--- src/shared/gsp_map.svh ---
// constants for the misc pin logic: pin indices, reset values, strobe timing
`ifndef GSP_MAP_SVH
`define GSP_MAP_SVH

`define GSP_NUM_PINS 6
`define GSP_PIN_SCL 0
`define GSP_PIN_SDA 1
`define GSP_PIN_IRQ_LO 2
`define GSP_PIN_IRQ_HI 3
`define GSP_PIN_WR 4
`define GSP_PIN_RD 5
`define GSP_BUS_DW 16
`define GSP_CLK_PERIOD_NS 10
`define GSP_STROBE_NS 30
`define GSP_STROBE_CYC ((`GSP_STROBE_NS + `GSP_CLK_PERIOD_NS - 1) / `GSP_CLK_PERIOD_NS)
`define GSP_RST_PIN_OE_N 1'b1
`define GSP_RST_PIN_VAL 1'b0
`define GSP_RST_PIN_IN 1'b1
`define GSP_RST_STROBE_N 1'b1

`endif

--- src/shared/gsp_pkg.sv ---
// types for the misc pin logic
package gsp_pkg;
  typedef enum logic [1:0] {
    GSP_ST_IDLE = 2'b00,
    GSP_ST_WR = 2'b01,
    GSP_ST_RD = 2'b10
  } gsp_bus_st_t;
  typedef logic [3:0] gsp_cnt_t;
endpackage : gsp_pkg

--- src/gsp_pin_cell.sv ---
// one general-purpose pin: registered driver and registered input sample
`timescale 1ns/1ps
`include "gsp_map.svh"
module gsp_pin_cell
  import gsp_pkg::*;
(
  input wire logic clk_i,
  input wire logic arst_n_i,
  input wire logic drive_i,
  input wire logic val_i,
  input wire logic pad_i,
  output logic pad_o,
  output logic pad_oe_n_o,
  output logic in_o,
  output logic rise_o
);
  logic pad_r, pad_nxt;
  logic oe_n_r, oe_n_nxt;
  logic in_r, in_nxt;
  logic rise_r, rise_nxt;

  always_comb begin
    pad_nxt = val_i;
    oe_n_nxt = ~drive_i;
    in_nxt = pad_i;
    rise_nxt = pad_i & ~in_r;
  end

  always_ff @(posedge clk_i or negedge arst_n_i) begin
    if (!arst_n_i) begin
      pad_r <= `GSP_RST_PIN_VAL;
      oe_n_r <= `GSP_RST_PIN_OE_N;
      in_r <= `GSP_RST_PIN_IN; // pulled-up idle level, no false edge after reset
      rise_r <= 1'b0;
    end else begin
      pad_r <= pad_nxt;
      oe_n_r <= oe_n_nxt;
      in_r <= in_nxt;
      rise_r <= rise_nxt;
    end
  end

  assign pad_o = pad_r;
  assign pad_oe_n_o = oe_n_r;
  assign in_o = in_r;
  assign rise_o = rise_r;
endmodule : gsp_pin_cell

--- src/gsp_misc_pins.sv ---
// global reset, wake-up event output and six general-purpose pins
//
// Function
// - The global power-on reset returns every internal register to its reset value.
// - Wake-up events are signalled on an open-drain PME output that only ever pulls low.
// - Each general-purpose pin is a software-programmed input or output unless an alternate function owns it.
// - Pins 3 and 2, as inputs, can be enabled to raise generic interrupt events.
// - Pin 0 is sampled as global reset ends and latched as the serial ROM present strap.
// - With the strap high, pin 0 carries the ROM clock and pin 1 the ROM data line.
// - Pin 4 is an active-low write strobe whose rising edge marks bus data valid.
// - Pin 5 is an active-low read strobe whose rising edge marks bus data valid.
// - The bus reset puts all logic except the wake-up event logic, the serial ROM strap and the strap-owned pins 0 and 1 into a defined state.
`timescale 1ns/1ps
`include "gsp_map.svh"
module gsp_misc_pins
  import gsp_pkg::*;
(
  input wire logic clk_i,
  input wire logic arst_n_i,
  input wire logic pci_rst_n_i,
  input wire logic pme_event_i,
  input wire logic pme_clear_i,
  input wire logic [`GSP_NUM_PINS-1:0] gp_dir_i,
  input wire logic [`GSP_NUM_PINS-1:0] gp_out_i,
  input wire logic [1:0] gp_irq_en_i,
  input wire logic gp_bus_en_i,
  input wire logic bus_wr_req_i,
  input wire logic bus_rd_req_i,
  input wire logic [`GSP_BUS_DW-1:0] bus_rd_data_i,
  input wire logic sroom_scl_i,
  input wire logic sroom_sda_low_i,
  input wire logic [`GSP_NUM_PINS-1:0] gp_pin_i,
  output logic [`GSP_NUM_PINS-1:0] gp_pin_o,
  output logic [`GSP_NUM_PINS-1:0] gp_pin_oe_n_o,
  output logic [`GSP_NUM_PINS-1:0] gp_in_o,
  output logic [1:0] gp_irq_o,
  output logic pme_o,
  output logic pme_oe_n_o,
  output logic sroom_present_o,
  output logic sroom_sda_o,
  output logic bus_busy_o,
  output logic bus_wr_done_o,
  output logic bus_rd_done_o,
  output logic [`GSP_BUS_DW-1:0] bus_rd_data_o
);
  // wake-up event latch, untouched by the bus reset
  logic pme_act_r, pme_act_nxt;

  always_comb begin
    pme_act_nxt = pme_act_r;
    if (pme_clear_i) begin
      pme_act_nxt = 1'b0;
    end
    if (pme_event_i) begin
      pme_act_nxt = 1'b1;
    end
  end

  always_ff @(posedge clk_i or negedge arst_n_i) begin
    if (!arst_n_i) begin
      pme_act_r <= 1'b0;
    end else begin
      pme_act_r <= pme_act_nxt;
    end
  end

  // open drain: value always low, enable low only while pulling
  assign pme_o = 1'b0;
  assign pme_oe_n_o = ~pme_act_r;

  // serial ROM strap, caught on the first edge after global reset release
  logic strap_taken_r, strap_taken_nxt;
  logic strap_r, strap_nxt;

  always_comb begin
    strap_taken_nxt = 1'b1;
    strap_nxt = strap_r;
    if (!strap_taken_r) begin
      strap_nxt = gp_pin_i[`GSP_PIN_SCL];
    end
  end

  always_ff @(posedge clk_i or negedge arst_n_i) begin
    if (!arst_n_i) begin
      strap_taken_r <= 1'b0;
      strap_r <= 1'b0;
    end else begin
      strap_taken_r <= strap_taken_nxt;
      strap_r <= strap_nxt;
    end
  end

  assign sroom_present_o = strap_r;

  // general-purpose bus strobe sequencer
  gsp_bus_st_t st_r, st_nxt;
  gsp_cnt_t cnt_r, cnt_nxt;
  logic wr_n_r, wr_n_nxt;
  logic rd_n_r, rd_n_nxt;
  logic wr_done_r, wr_done_nxt;
  logic rd_done_r, rd_done_nxt;
  logic [`GSP_BUS_DW-1:0] rdata_r, rdata_nxt;

  always_comb begin
    st_nxt = st_r;
    cnt_nxt = cnt_r;
    wr_n_nxt = wr_n_r;
    rd_n_nxt = rd_n_r;
    wr_done_nxt = 1'b0;
    rd_done_nxt = 1'b0;
    rdata_nxt = rdata_r;
    case (st_r)
      GSP_ST_IDLE: begin
        if (gp_bus_en_i && bus_wr_req_i) begin
          st_nxt = GSP_ST_WR;
          wr_n_nxt = 1'b0;
          cnt_nxt = gsp_cnt_t'(`GSP_STROBE_CYC - 1);
        end else if (gp_bus_en_i && bus_rd_req_i) begin
          st_nxt = GSP_ST_RD;
          rd_n_nxt = 1'b0;
          cnt_nxt = gsp_cnt_t'(`GSP_STROBE_CYC - 1);
        end
      end
      GSP_ST_WR: begin
        if (cnt_r == 4'h0) begin
          st_nxt = GSP_ST_IDLE;
          wr_n_nxt = 1'b1;
          wr_done_nxt = 1'b1;
        end else begin
          cnt_nxt = cnt_r - 4'h1;
        end
      end
      GSP_ST_RD: begin
        if (cnt_r == 4'h0) begin
          st_nxt = GSP_ST_IDLE;
          rd_n_nxt = 1'b1;
          rd_done_nxt = 1'b1;
          rdata_nxt = bus_rd_data_i;
        end else begin
          cnt_nxt = cnt_r - 4'h1;
        end
      end
      default: begin
        st_nxt = GSP_ST_IDLE;
        wr_n_nxt = 1'b1;
        rd_n_nxt = 1'b1;
      end
    endcase
    if (!pci_rst_n_i) begin
      st_nxt = GSP_ST_IDLE;
      cnt_nxt = 4'h0;
      wr_n_nxt = `GSP_RST_STROBE_N;
      rd_n_nxt = `GSP_RST_STROBE_N;
      wr_done_nxt = 1'b0;
      rd_done_nxt = 1'b0;
      rdata_nxt = '0;
    end
  end

  always_ff @(posedge clk_i or negedge arst_n_i) begin
    if (!arst_n_i) begin
      st_r <= GSP_ST_IDLE;
      cnt_r <= 4'h0;
      wr_n_r <= `GSP_RST_STROBE_N;
      rd_n_r <= `GSP_RST_STROBE_N;
      wr_done_r <= 1'b0;
      rd_done_r <= 1'b0;
      rdata_r <= '0;
    end else begin
      st_r <= st_nxt;
      cnt_r <= cnt_nxt;
      wr_n_r <= wr_n_nxt;
      rd_n_r <= rd_n_nxt;
      wr_done_r <= wr_done_nxt;
      rd_done_r <= rd_done_nxt;
      rdata_r <= rdata_nxt;
    end
  end

  logic busy_r, busy_nxt;

  always_comb begin
    busy_nxt = (st_nxt != GSP_ST_IDLE);
  end

  always_ff @(posedge clk_i or negedge arst_n_i) begin
    if (!arst_n_i) begin
      busy_r <= 1'b0;
    end else begin
      busy_r <= busy_nxt;
    end
  end

  assign bus_busy_o = busy_r;
  assign bus_wr_done_o = wr_done_r;
  assign bus_rd_done_o = rd_done_r;
  assign bus_rd_data_o = rdata_r;

  // per-pin owner select and driver cells
  logic [`GSP_NUM_PINS-1:0] drv;
  logic [`GSP_NUM_PINS-1:0] val;
  logic [`GSP_NUM_PINS-1:0] rise;

  genvar gi;
  generate
    for (gi = 0; gi < `GSP_NUM_PINS; gi++) begin : g_pin
      always_comb begin
        drv[gi] = gp_dir_i[gi] & pci_rst_n_i;
        val[gi] = gp_out_i[gi];
        if ((gi == `GSP_PIN_SCL || gi == `GSP_PIN_SDA) && !strap_taken_r) begin
          drv[gi] = 1'b0; // rom lines stay released while the strap is caught
        end else if (gi == `GSP_PIN_SCL && strap_r) begin
          drv[gi] = 1'b1;
          val[gi] = sroom_scl_i;
        end else if (gi == `GSP_PIN_SDA && strap_r) begin
          drv[gi] = sroom_sda_low_i;
          val[gi] = 1'b0;
        end else if (gi == `GSP_PIN_WR && gp_bus_en_i) begin
          drv[gi] = pci_rst_n_i;
          val[gi] = wr_n_r;
        end else if (gi == `GSP_PIN_RD && gp_bus_en_i) begin
          drv[gi] = pci_rst_n_i;
          val[gi] = rd_n_r;
        end
      end

      gsp_pin_cell u_cell (
        .clk_i(clk_i),
        .arst_n_i(arst_n_i),
        .drive_i(drv[gi]),
        .val_i(val[gi]),
        .pad_i(gp_pin_i[gi]),
        .pad_o(gp_pin_o[gi]),
        .pad_oe_n_o(gp_pin_oe_n_o[gi]),
        .in_o(gp_in_o[gi]),
        .rise_o(rise[gi])
      );
    end
  endgenerate

  assign sroom_sda_o = gp_in_o[`GSP_PIN_SDA];

  // generic interrupt events from pins 3 and 2 when they are inputs
  logic [1:0] irq_r, irq_nxt;

  always_comb begin
    irq_nxt[0] = gp_irq_en_i[0] & ~gp_dir_i[`GSP_PIN_IRQ_LO] & rise[`GSP_PIN_IRQ_LO];
    irq_nxt[1] = gp_irq_en_i[1] & ~gp_dir_i[`GSP_PIN_IRQ_HI] & rise[`GSP_PIN_IRQ_HI];
    if (!pci_rst_n_i) begin
      irq_nxt = 2'h0;
    end
  end

  always_ff @(posedge clk_i or negedge arst_n_i) begin
    if (!arst_n_i) begin
      irq_r <= 2'h0;
    end else begin
      irq_r <= irq_nxt;
    end
  end

  assign gp_irq_o = irq_r;
endmodule : gsp_misc_pins

--- config.mk ---
export PLATFORM = sky130hd
export DESIGN_NAME = gsp_misc_pins
export DESIGN_NICKNAME = d
export VERILOG_FILES = /design/src/shared/gsp_pkg.sv /design/src/gsp_pin_cell.sv /design/src/gsp_misc_pins.sv
export VERILOG_INCLUDE_DIRS = /design/src /design/src/shared
export SDC_FILE = /design/constraint.sdc
export NUM_CORES = 1
export LEC_CHECK = 0
export BUFFER_PORTS_ARGS = -buffer_cell sky130_fd_sc_hd__buf_2
export CAP_MARGIN = 20
export CORE_MARGIN = 4
export CORE_UTILIZATION = 40
export DETAILED_ROUTE_END_ITERATION = 7
export HOLD_SLACK_MARGIN = 0.03
export PLACE_DENSITY = 0.79
export SYNTH_ARGS = -nofsm -noshare
export SYNTH_HDL_FRONTEND = slang
export SYNTH_SLANG_ARGS = --single-unit
--- constraint.sdc ---
create_clock -name clk_i -period 4.9 [get_ports clk_i]
set_clock_uncertainty 0.1 [all_clocks]
set_input_delay 0.49 -clock clk_i [delete_from_list [all_inputs] [get_ports clk_i]]
set_output_delay 0.49 -clock clk_i [all_outputs]
set_load 0.02 [all_outputs]
# After elaboration in Yosys (flattened, before gate mapping)
# Cells that the tools add are included.
# Widths: inputs -> output; s select.
# totals
regBits	52
# op_classes
eq_ne	14
n_addsub	1
mux	41
n_bitwise	23
n_reduce_logical	11
# op_table
op	count
$mux 16	3
$mux 1	25
$ne 3x3->1 const B	6
$mux 4	4
$and 1x1->1	12
$not 1->1	11
$mux 2	5
$pmux 4 s2	1
$pmux 1 s3	2
$reduce_and 3->1	2
$logic_not 4->1	1
$ne 2x1->1 const B	2
$ne 2x2->1 const B	2
$ne 4x4->1 const B	1
$pmux 2 s2	1
$reduce_and 4->1	1
$reduce_bool 2->1	2
$sub 4x1->4 const B	1
$ne 3x2->1 const B	1
$eq 2x1->1 const B	1
$eq 2x2->1 const B	1
$logic_and 1x1->1	2
$logic_not 2->1	1
$reduce_and 2->1	1
$reduce_or 2->1	1

# Depth between registers and ports, before layout
# Gate-level depths: netlist of run 1.
# logic_depth
ltp_word	6
mapped_depth	7
mapped_depth_nobuf	6

# Hierarchy
# Synthesis of run 1 repeated with hierarchy kept, for this count alone.
# unflattened
hier_cells	177
hier_area_um2	2297.2
# modules_own_cells
mod	n_inst	area_each_um2	cells_each
gsp_misc_pins	1	1576.5	141
gsp_pin_cell	6	120.1	6

# Worst setup path after synthesis of run 1
# No wires, ideal clock.
# synth_path
path_type	register -> register
start	register cnt_r[0]
end	register busy_r (netlist: bus_busy_o)
path_stages_with_launch	8
setup_ns	0.124
t_arrival_ns	1.626
path_buffers	1
path_slack_ns	3.050
cell_sequence	dfrtp_1 inv_1 ha_1 or3b_1 buf_6 a32oi_2 a211oi_2 or2_1
# synth_between
elab_chain_len	5
# synth_rtl
element	line_no	source
start: declaration	gsp_misc_pins.sv:97	gsp_cnt_t cnt_r, cnt_nxt;
start signal: assignment	gsp_misc_pins.sv:171	cnt_r <= cnt_nxt;
$logic_not 4->1	gsp_misc_pins.sv:125, gsp_misc_pins.sv:134	
$mux 2	gsp_misc_pins.sv:125, gsp_misc_pins.sv:134	
$pmux 2 s2	gsp_misc_pins.sv:112	case (st_r)
$mux 2	gsp_misc_pins.sv:149	if (!pci_rst_n_i) begin
net st_nxt[0]	gsp_misc_pins.sv:96	gsp_bus_st_t st_r, st_nxt;
$reduce_bool 2->1	gsp_misc_pins.sv:183	busy_nxt = (st_nxt != GSP_ST_IDLE);
net busy_nxt	gsp_misc_pins.sv:180	logic busy_r, busy_nxt;
end signal: assignment	gsp_misc_pins.sv:190	busy_r <= busy_nxt;
end: declaration	gsp_misc_pins.sv:180	
# The timed path passes the listed nets, and every way through them passes these cells.
# A chain may end at the register's enable or synchronous reset.

# Worst setup path after layout of run 1
# layout_path
start	register st_r[0]
end	register cnt_r[1]
# layout_between
elab_chain_len	4
# layout_rtl
element	line_no	source
start: declaration	gsp_misc_pins.sv:96	
start signal: assignment	gsp_misc_pins.sv:170	st_r <= st_nxt;
$eq 2x2->1 or $eq 2x1->1 (tied branches)	gsp_misc_pins.sv:112	
$reduce_or 2->1 (no source line)	-	
$ne 3x3->1 (no source line) (tied with other cells)	-	
$reduce_and 3->1 (no source line) or $mux 4 (tied branches)	-	
# Parallel ways exist; a longest one is shown, timed or not.

==> results of run 1 <==
-- per-layer routing --
metal  share of wire  vias up
met5               0        -
li1                -      734
met1            0.43      725
met4           0.012        0
met3           0.092        6
met2            0.46       67
-- sequential cells by signal, summed over array words and instances, names as in the netlist, 2 cells and up --
name and flops:
g_pin.u_cell.pad_o 6, bus_rd_data_o 16, g_pin.u_cell.pad_oe_n_o 6, st_r 2, gp_irq_o 2, cnt_r 4
g_pin.u_cell.in_o 6, g_pin.u_cell.rise_o 2
-- final cells by class --
type | instances | area [sq um] | area share
timing repair buffer | 88 | 443 | 0.169
sequential | 52 | 1320 | 0.503
multi-input combinational | 88 | 646 | 0.246
inverter | 10 | 37.5 | 0.0143
clock inverter | 3 | 21.3 | 0.00811
clock buffer | 5 | 68.8 | 0.0262
tap | 70 | 87.6 | 0.0334
-- through the flow --
step	instance area, sq um	utilization	worst slack, ps	hold WS [ps]
after floorplan	2190	-	3050	94.4
after global placement	2530	0.487	2970	335
after detailed placement	2530	0.487	2860	341
after CTS	2620	0.504	2860	171
after global routing	2620	0.504	2650	167
final	2620	0.504	2840	182
-- layout by cell type, fill, tap and decap left out, types with 4 or more instances in the layout --
cell type	n
sky130_fd_sc_hd__buf_2	87
sky130_fd_sc_hd__dfrtp_1	38
sky130_fd_sc_hd__a22o_1	16
sky130_fd_sc_hd__dfstp_2	14
sky130_fd_sc_hd__nand2_1	11
sky130_fd_sc_hd__inv_1	10
sky130_fd_sc_hd__o21ai_0	6
sky130_fd_sc_hd__ha_1	6
sky130_fd_sc_hd__clkbuf_8	5
sky130_fd_sc_hd__and3_1	4
-- worst min-delay path by stage --
stage | endpoint | slack [ps] | depth (start not counted)
2_1_floorplan | bus_busy_o | 90 | 0
5_1_grt | g_pin[5].u_cell.in_o | 170 | 1
4_1_cts | g_pin[4].u_cell.in_o | 170 | 1
3_3_place_gp | g_pin[0].u_cell.pad_oe_n_o | 330 | 1
3_5_place_dp | g_pin[0].u_cell.pad_oe_n_o | 340 | 1
6_report | bus_rd_data_o[1] | 180 | 2
-- worst max-delay path: stages, from the launching register on --
cell and delay (ps):
sky130_fd_sc_hd__dfrtp_1 420, sky130_fd_sc_hd__inv_1 110, sky130_fd_sc_hd__ha_1 380, sky130_fd_sc_hd__inv_1 120
sky130_fd_sc_hd__o211ai_1 410, sky130_fd_sc_hd__a31oi_1 150, sky130_fd_sc_hd__o221a_2 260
-- kinds of logic after synthesis --
kind of cell               Yosys count  synth area share
DFF                                 52             0.603
and+or+nand+nor                     34            0.0847
adders and majority gates            6            0.0343
buffers and inverters               37             0.101
muxes                                3            0.0155
other                                2           0.00344
AOI/OAI and AO/OA                   43             0.157
-- power groups by stage --
| stage | clock [uW] | combinational (uW) | sequential, uW |
|---|---|---|---|
| 2_1_floorplan | 0 | 89.5 | 482 |
| 3_3_place_gp | 0 | 134 | 474 |
| 3_5_place_dp | 0 | 139 | 475 |
| 4_1_cts | 254 | 139 | 467 |
| 5_1_grt | 269 | 153 | 470 |
| 6_report | 244 | 138 | 467 |
==> impl_summary.txt, run 1 <==
----------------------------------------------------
[Outcome]
  Run status ... finished, final reports clean

[Timing]
  Tightest Pin Transition ... around 690 ps
  TNS Setup ... 0 ps
  Shortest period the worst path allows ... between 2000 and 2500 ps
  Maximum frequency from static timing analysis ... around 480 MHz
  Total setup violations reported at the end of the flow ... 0
  Setup repair after global routing missed its margin ... false
  Worst max-slew margin expressed relative to the limit ... 0.535
  Count of endpoints failing hold in the final timing report ... 0
  Period utilisation layout ... 0.421
  Count of final max-slew check failures ... 0

[Detailed routing]
  Vias post-DR ... 1532
  Number of DRC violations after detailed-routing iteration 0 ... 33
  Count of antenna-violating nets left after detailed routing ... 0
  Detailed-route wire length per cell ... 14.2 microns
  Pre-antenna DRT Iters ... 4
  DRC errors left ... 0
  Total Routed Length ... around 4500 microns
  Average vias per placed instance ... between 4 and 5

[GRT]
  Gr ovfl total ... 0
  Most utilized layer in the global route result ... met2
  Met2 layer usage reported by global route ... 0.212
  Antenna violations before repair ... 0
  Maximum number of pins on one net before global-route repair ... 53
  Met1 usage in global routing ... 0.181
  GR Util met3 ... 0.0461
  Global Route Usage Sum ... 0.136
  Global-route wire length before repair ... between 7000 and 8000 microns
  Vias in the first global route ... ~1500

[Clock network]
  Clock transition at the registers of the reported paths ... roughly 100 ps
  Postcts setup bufs ... 0
  Num CTS Buffers ... 5
  Clock sink total ... between 50 and 60
  CTS H-tree lvls ... 2
  CTS tree ... done
  Max Root-Sink Buffers ... 2
  Insertion delay to the later sink of the worst-skew pair ... 300 ps
  Cells resized by post-CTS repair ... 0
  Root Buffer ... sky130_fd_sc_hd__clkbuf_8
  Post-CTS Hold Fix Bufs ... 0

[Setup path]
  Startpoint-to-endpoint class of the critical path ... flop to flop
  Critical path arrival ... between 2000 and 2500 ps
  Worst setup EP type ... flop
  Launching element type of the critical path ... flop
  Launching element of the worst setup path ... st_r[0]
  R2R Setup Slk ... 2840 ps
  Path depth of the worst reg2reg path ... 6
  End of the worst register-to-register path ... cnt_r[1]
  WP data required ... between 4000 and 5000 ps
  Worst-path fanout max ... 6
  Reg2reg start ... st_r[0]
  Timing endpoint of the critical path ... cnt_r[1]

[Power]
  Peak VDD IR ... ~0.15 mV
  Comb power frac ... 0.162
  Internal power component ... 611 uW
  Switching power ... 237 uW
  Portion of total power attributed to the clock network ... 0.287
  Power Total ... between 800 and 900 uW
  Leakage component of the power ... ~0.0014 uW
  Power per standard cell area ... roughly 320 nW/um^2
  Switching part of the total power ... 0.279
  Part of the total power dissipated in sequential elements ... 0.551

[Finish]
  Fraction of final layout cells with drive strength greater than 1 ... 0.484
  Total Nets Final ... 297
  Number of diodes added for antenna fixing ... 0
  Number of cells in the finished layout apart from fillers ... roughly 320
  Fill count ... 485
  Area growth from synthesis to layout ... 20.0%

[Placement]
  DP Wirelength ... between 3000 and 4000 microns
  Number of instances in the placed design ... ~300
  GP Congestion ... 0.780
  IO buf count ... a little under 90

[Yosys]
  Dominant register cell in the synthesized netlist ... sky130_fd_sc_hd__dfrtp_1
  Synth cell count leaders ... 38 x sky130_fd_sc_hd__dfrtp_1, 19 x sky130_fd_sc_hd__buf_4, 16 x sky130_fd_sc_hd__a22o_1
  Area of the mapped netlist ... ~2200 sq um
  Number of warnings issued by yosys ... 0
  Area share of the largest cell type after synthesis ... 0.435
  Number of synthesized flops with an enable pin ... 0
  Asr flop ratio synth ... 1.00
  Post-synthesis average cell area ... between 10 and 15 sq um
  Number of distinct library cell variants in the gate-level netlist after synthesis ... 44
  Synthesized flop and latch total ... 52
  Library cell with the largest summed area after synthesis ... sky130_fd_sc_hd__dfrtp_1
  Sequential cell area fraction in the yosys report ... 0.603
  Main area contributors after synthesis ... sky130_fd_sc_hd__dfrtp_1 44%, sky130_fd_sc_hd__dfstp_2 17%, sky130_fd_sc_hd__buf_4 6.5%
  Dominant cell by count in the synthesized netlist ... sky130_fd_sc_hd__dfrtp_1
  Post-Syn Instances ... about 180
  Syn nets ... between 200 and 250

[Die]
  Die X-Extent ... about 82 microns
  Die Span Y ... roughly 82 microns
  Row count ... 26
  Boundary pin count ... 89
  Die footprint ... about 6700 sq um
  Effective utilization at floorplan ... 0.420
  Area of the placeable core ... 5200 sq um

[Flow run]
  Max cap viols ... 0

[Min path]
  Classification of the worst-slack hold path ... primary input to async pin

----------------------------------------------------
No activity file was read; power rests on OpenSTA's default activity.
==> run 2: changes to the inputs <==
--- a/config.mk
+++ b/config.mk
@@ -12,7 +12,7 @@
 export CORE_UTILIZATION = 40
 export DETAILED_ROUTE_END_ITERATION = 7
 export HOLD_SLACK_MARGIN = 0.03
-export PLACE_DENSITY = 0.79
+export PLACE_DENSITY = 0.82
 export SYNTH_ARGS = -nofsm -noshare
 export SYNTH_HDL_FRONTEND = slang
 export SYNTH_SLANG_ARGS = --single-unit
==> constraint.sdc (replaced) <==
create_clock -name clk_i -period 1.81 [get_ports clk_i]
set_clock_uncertainty 0.1 [all_clocks]
set_input_delay 0.181 -clock clk_i [delete_from_list [all_inputs] [get_ports clk_i]]
set_output_delay 0.181 -clock clk_i [all_outputs]
set_load 0.02 [all_outputs]
==> run 2 against run 1 <==
  * Power grew to 2.8 times the previous value
  * Clock power grew to 2.6 times the previous value
  * Sequential power grew to 2.7 times the previous value
  * Global-route usage is 4.1 points higher
  * Non-clock buffer count is 47 higher
  * Hold slack worse by 130 ps
==> impl_summary.txt, run 2 (synthesis results as in run 1) <==
----------------------------------------------------
[Finish]
  Most frequent standard cell in the layout excluding fill and tap cells ... sky130_fd_sc_hd__buf_2 (unchanged)
  Fraction of final layout cells with drive strength greater than 1 ... 0.461 (was 0.484)
  Flip-flop count of the largest register after layout ... 16 (unchanged)
  Number of cells in the finished layout apart from fillers ... 363 (was 316)
  Fill count ... 356 (was 485)
  Total Nets Final ... 344 (was 297)
  Post-route core utilization ... 0.599 (was 0.504)
  Leading cell types in the layout, fill and taps excluded ... 87 x sky130_fd_sc_hd__buf_2, 38 x sky130_fd_sc_hd__dfrtp_1, 37 x sky130_fd_sc_hd__dlygate4sd3_1, 16 x sky130_fd_sc_hd__a22o_1, 14 x sky130_fd_sc_hd__dfstp_2 (was 87 x sky130_fd_sc_hd__buf_2, 38 x sky130_fd_sc_hd__dfrtp_1, 16 x sky130_fd_sc_hd__a22o_1, 14 x sky130_fd_sc_hd__dfstp_2, 11 x sky130_fd_sc_hd__nand2_1)
  Number of diodes added for antenna fixing ... 0 (unchanged)
  Area growth from synthesis to layout ... 42.7% (was 20.0%)

[Setup path]
  Critical path arrival ... 1880 ps (was 2150 ps)
  WP data required ... 1890 ps (was 4990 ps)
  Worst-path fanout max ... 7 (was 6)
  R2R Setup Slk ... 8 ps (was 2840 ps)
  Launching element type of the critical path ... flop (unchanged)
  Worst setup EP type ... flop (unchanged)
  Startpoint-to-endpoint class of the critical path ... flop to flop (unchanged)

[Power]
  Comb power frac ... 0.215 (was 0.162)
  Switching part of the total power ... 0.273 (was 0.279)
  Power per standard cell area ... 774 nW/um^2 (was 323 nW/um^2)
  Portion of total power attributed to the clock network ... 0.261 (was 0.287)
  Peak VDD IR ... 0.445 mV (was 0.146 mV)
  Switching power ... 660 uW (was 237 uW)
  Internal power component ... 1750 uW (was 611 uW)
  Leakage component of the power ... 0.00158 uW (was 0.00137 uW)
  Power Total ... 2410 uW (was 848 uW)
  Part of the total power dissipated in sequential elements ... 0.523 (was 0.551)

[GRT]
  Gr ovfl total ... 0 (unchanged)
  Global Route Usage Sum ... 0.177 (was 0.136)
  Vias in the first global route ... 1807 (was 1463)
  Antenna violations before repair ... 0 (unchanged)
  Maximum number of pins on one net before global-route repair ... 31 (was 53)
  Global-route wire length before repair ... 8820 microns (was 7070 microns)

[Clock network]
  Insertion delay to the later sink of the worst-skew pair ... 300 ps (about the same)
  CTS tree ... done (unchanged)
  Clock transition at the registers of the reported paths ... 90 ps (was 100 ps)
  CTS H-tree lvls ... 2 (unchanged)
  Root Buffer ... sky130_fd_sc_hd__clkbuf_8 (unchanged)
  Num CTS Buffers ... 5 (unchanged)
  Max Root-Sink Buffers ... 2 (unchanged)
  Clock sink total ... 52 (unchanged)

[Die]
  Effective utilization at floorplan ... 0.420 (unchanged)
  Area of the placeable core ... 5200 sq um (unchanged)
  Die footprint ... 6710 sq um (unchanged)
  Die X-Extent ... 81.9 microns (unchanged)
  Boundary pin count ... 89 (unchanged)
  Row count ... 26 (unchanged)
  Die Span Y ... 81.9 microns (unchanged)

[Timing]
  TNS Setup ... 0 ps (unchanged)
  Tightest Pin Transition ... 519 ps (was 693 ps)
  Worst hold slack across all endpoints ... 50.8 ps (was 182 ps)
  Maximum frequency from static timing analysis ... 555 MHz (was 485 MHz)
  Count of endpoints failing hold in the final timing report ... 0 (unchanged)
  Total setup violations reported at the end of the flow ... 0 (unchanged)
  Period utilisation layout ... 0.996 (was 0.421)
  Worst max-slew margin expressed relative to the limit ... 0.654 (was 0.535)
  Shortest period the worst path allows ... 1800 ps (was 2060 ps)
  Count of final max-slew check failures ... 0 (unchanged)

[Detailed routing]
  Detailed-route wire length per cell ... 16.6 microns (was 14.2 microns)
  Vias post-DR ... 1830 (was 1532)
  Pre-antenna DRT Iters ... 6 (was 4)
  Count of antenna-violating nets left after detailed routing ... 0 (unchanged)
  Total Routed Length ... 6020 microns (was 4490 microns)
  DRC errors left ... 0 (unchanged)
  Number of DRC violations after detailed-routing iteration 0 ... 159 (was 33)
  Average vias per placed instance ... 5.04 (was 4.85)

[Placement]
  IO buf count ... 87 (unchanged)
  Number of instances in the placed design ... 317 (was 308)
  GP Congestion ... 0.854 (was 0.780)
  DP Wirelength ... 3660 microns (was 3350 microns)

[Flow run]
  Max cap viols ... 0 (unchanged)

[Outcome]
  Run status ... finished, final reports clean (unchanged)

[Min path]
  Classification of the worst-slack hold path ... primary input to flop (was primary input to async pin)

----------------------------------------------------
run 2: cell count changes in the layout (fill, tap and decap cells not counted), moves of 2 or more:
cell                            previous run  this run
sky130_fd_sc_hd__dlygate4sd3_1             0        37
sky130_fd_sc_hd__buf_4                     1         9
sky130_fd_sc_hd__inv_1                    10         7
sky130_fd_sc_hd__inv_2                     0         3
sky130_fd_sc_hd__ha_1                      6         4
sky130_fd_sc_hd__ha_4                      0         2
run 2: timing repair:
| action | CTS | global route |
|---|---|---|
| resized for setup | 2 | 6 |
| endpoints found under the setup margin | 19 | 22 |
| setup buffers | 0 | 1 |
| hold buffers | 36 | 1 |
| pin swaps | 0 | 2 |
| hold endpoints to repair | 50 | 1 |
run 2: worst paths after layout:
check	from	end	cells after the start
max in group asynchronous	arst_n_i	g_pin[0].u_cell.pad_oe_n_o	3
setup reg to reg	cnt_r[1]	cnt_r[0]	7
setup / recovery	cnt_r[1]	cnt_r[0]	7
min in group asynchronous	arst_n_i	gp_irq_o[1]	2
hold / removal	gp_irq_en_i[1]	gp_irq_o[1]	2
hold reg to reg	strap_taken_r	g_pin[0].u_cell.pad_oe_n_o	1
run 2: power groups by stage:
stage	sequential [uW]	combinational (uW)	clock (uW)
finish	1260	520	631
CTS	1260	488	646
global placement	1280	409	0
detailed placement	1280	420	0
floorplan	1310	247	0
global route	1270	559	698
run 2: per-stage QoR:
step                      setup slack, ps  area, sq um
after detailed placement            -69.3         2630
after global placement              -5.59         2630
after floorplan                     -13.3         2200
final                                7.84         3120
after CTS                           -12.3         3080
after global routing                -24.4         3120
run 2: per-layer routing:
metal  vias to the layer above  track usage  share of wire
li1                        829            -              -
met1                       895        0.188           0.38
met2                        92        0.319           0.49
met3                        14       0.0570           0.10
met4                         0       0.0748          0.025
met5                         -            0              0
run 2: final cells by class:
type	count	area, sq um	area share
Clock buffer	6	72.6	0.0233
Clock inverter	2	16.3	0.00521
Inverter	10	37.5	0.0120
Multi-Input combinational cell	88	682	0.219
Sequential cell	52	1320	0.423
Tap cell	70	87.6	0.0281
Timing Repair Buffer	135	905	0.290
run 2: worst max-delay path, stage by stage, from the launching register on:
cell and delay [ps]:
sky130_fd_sc_hd__dfrtp_1 410, sky130_fd_sc_hd__inv_2 90, sky130_fd_sc_hd__ha_4 140, sky130_fd_sc_hd__or3b_4 420
sky130_fd_sc_hd__buf_6 140, sky130_fd_sc_hd__nand3_1 80, sky130_fd_sc_hd__a21oi_1 70, sky130_fd_sc_hd__o31a_1 240
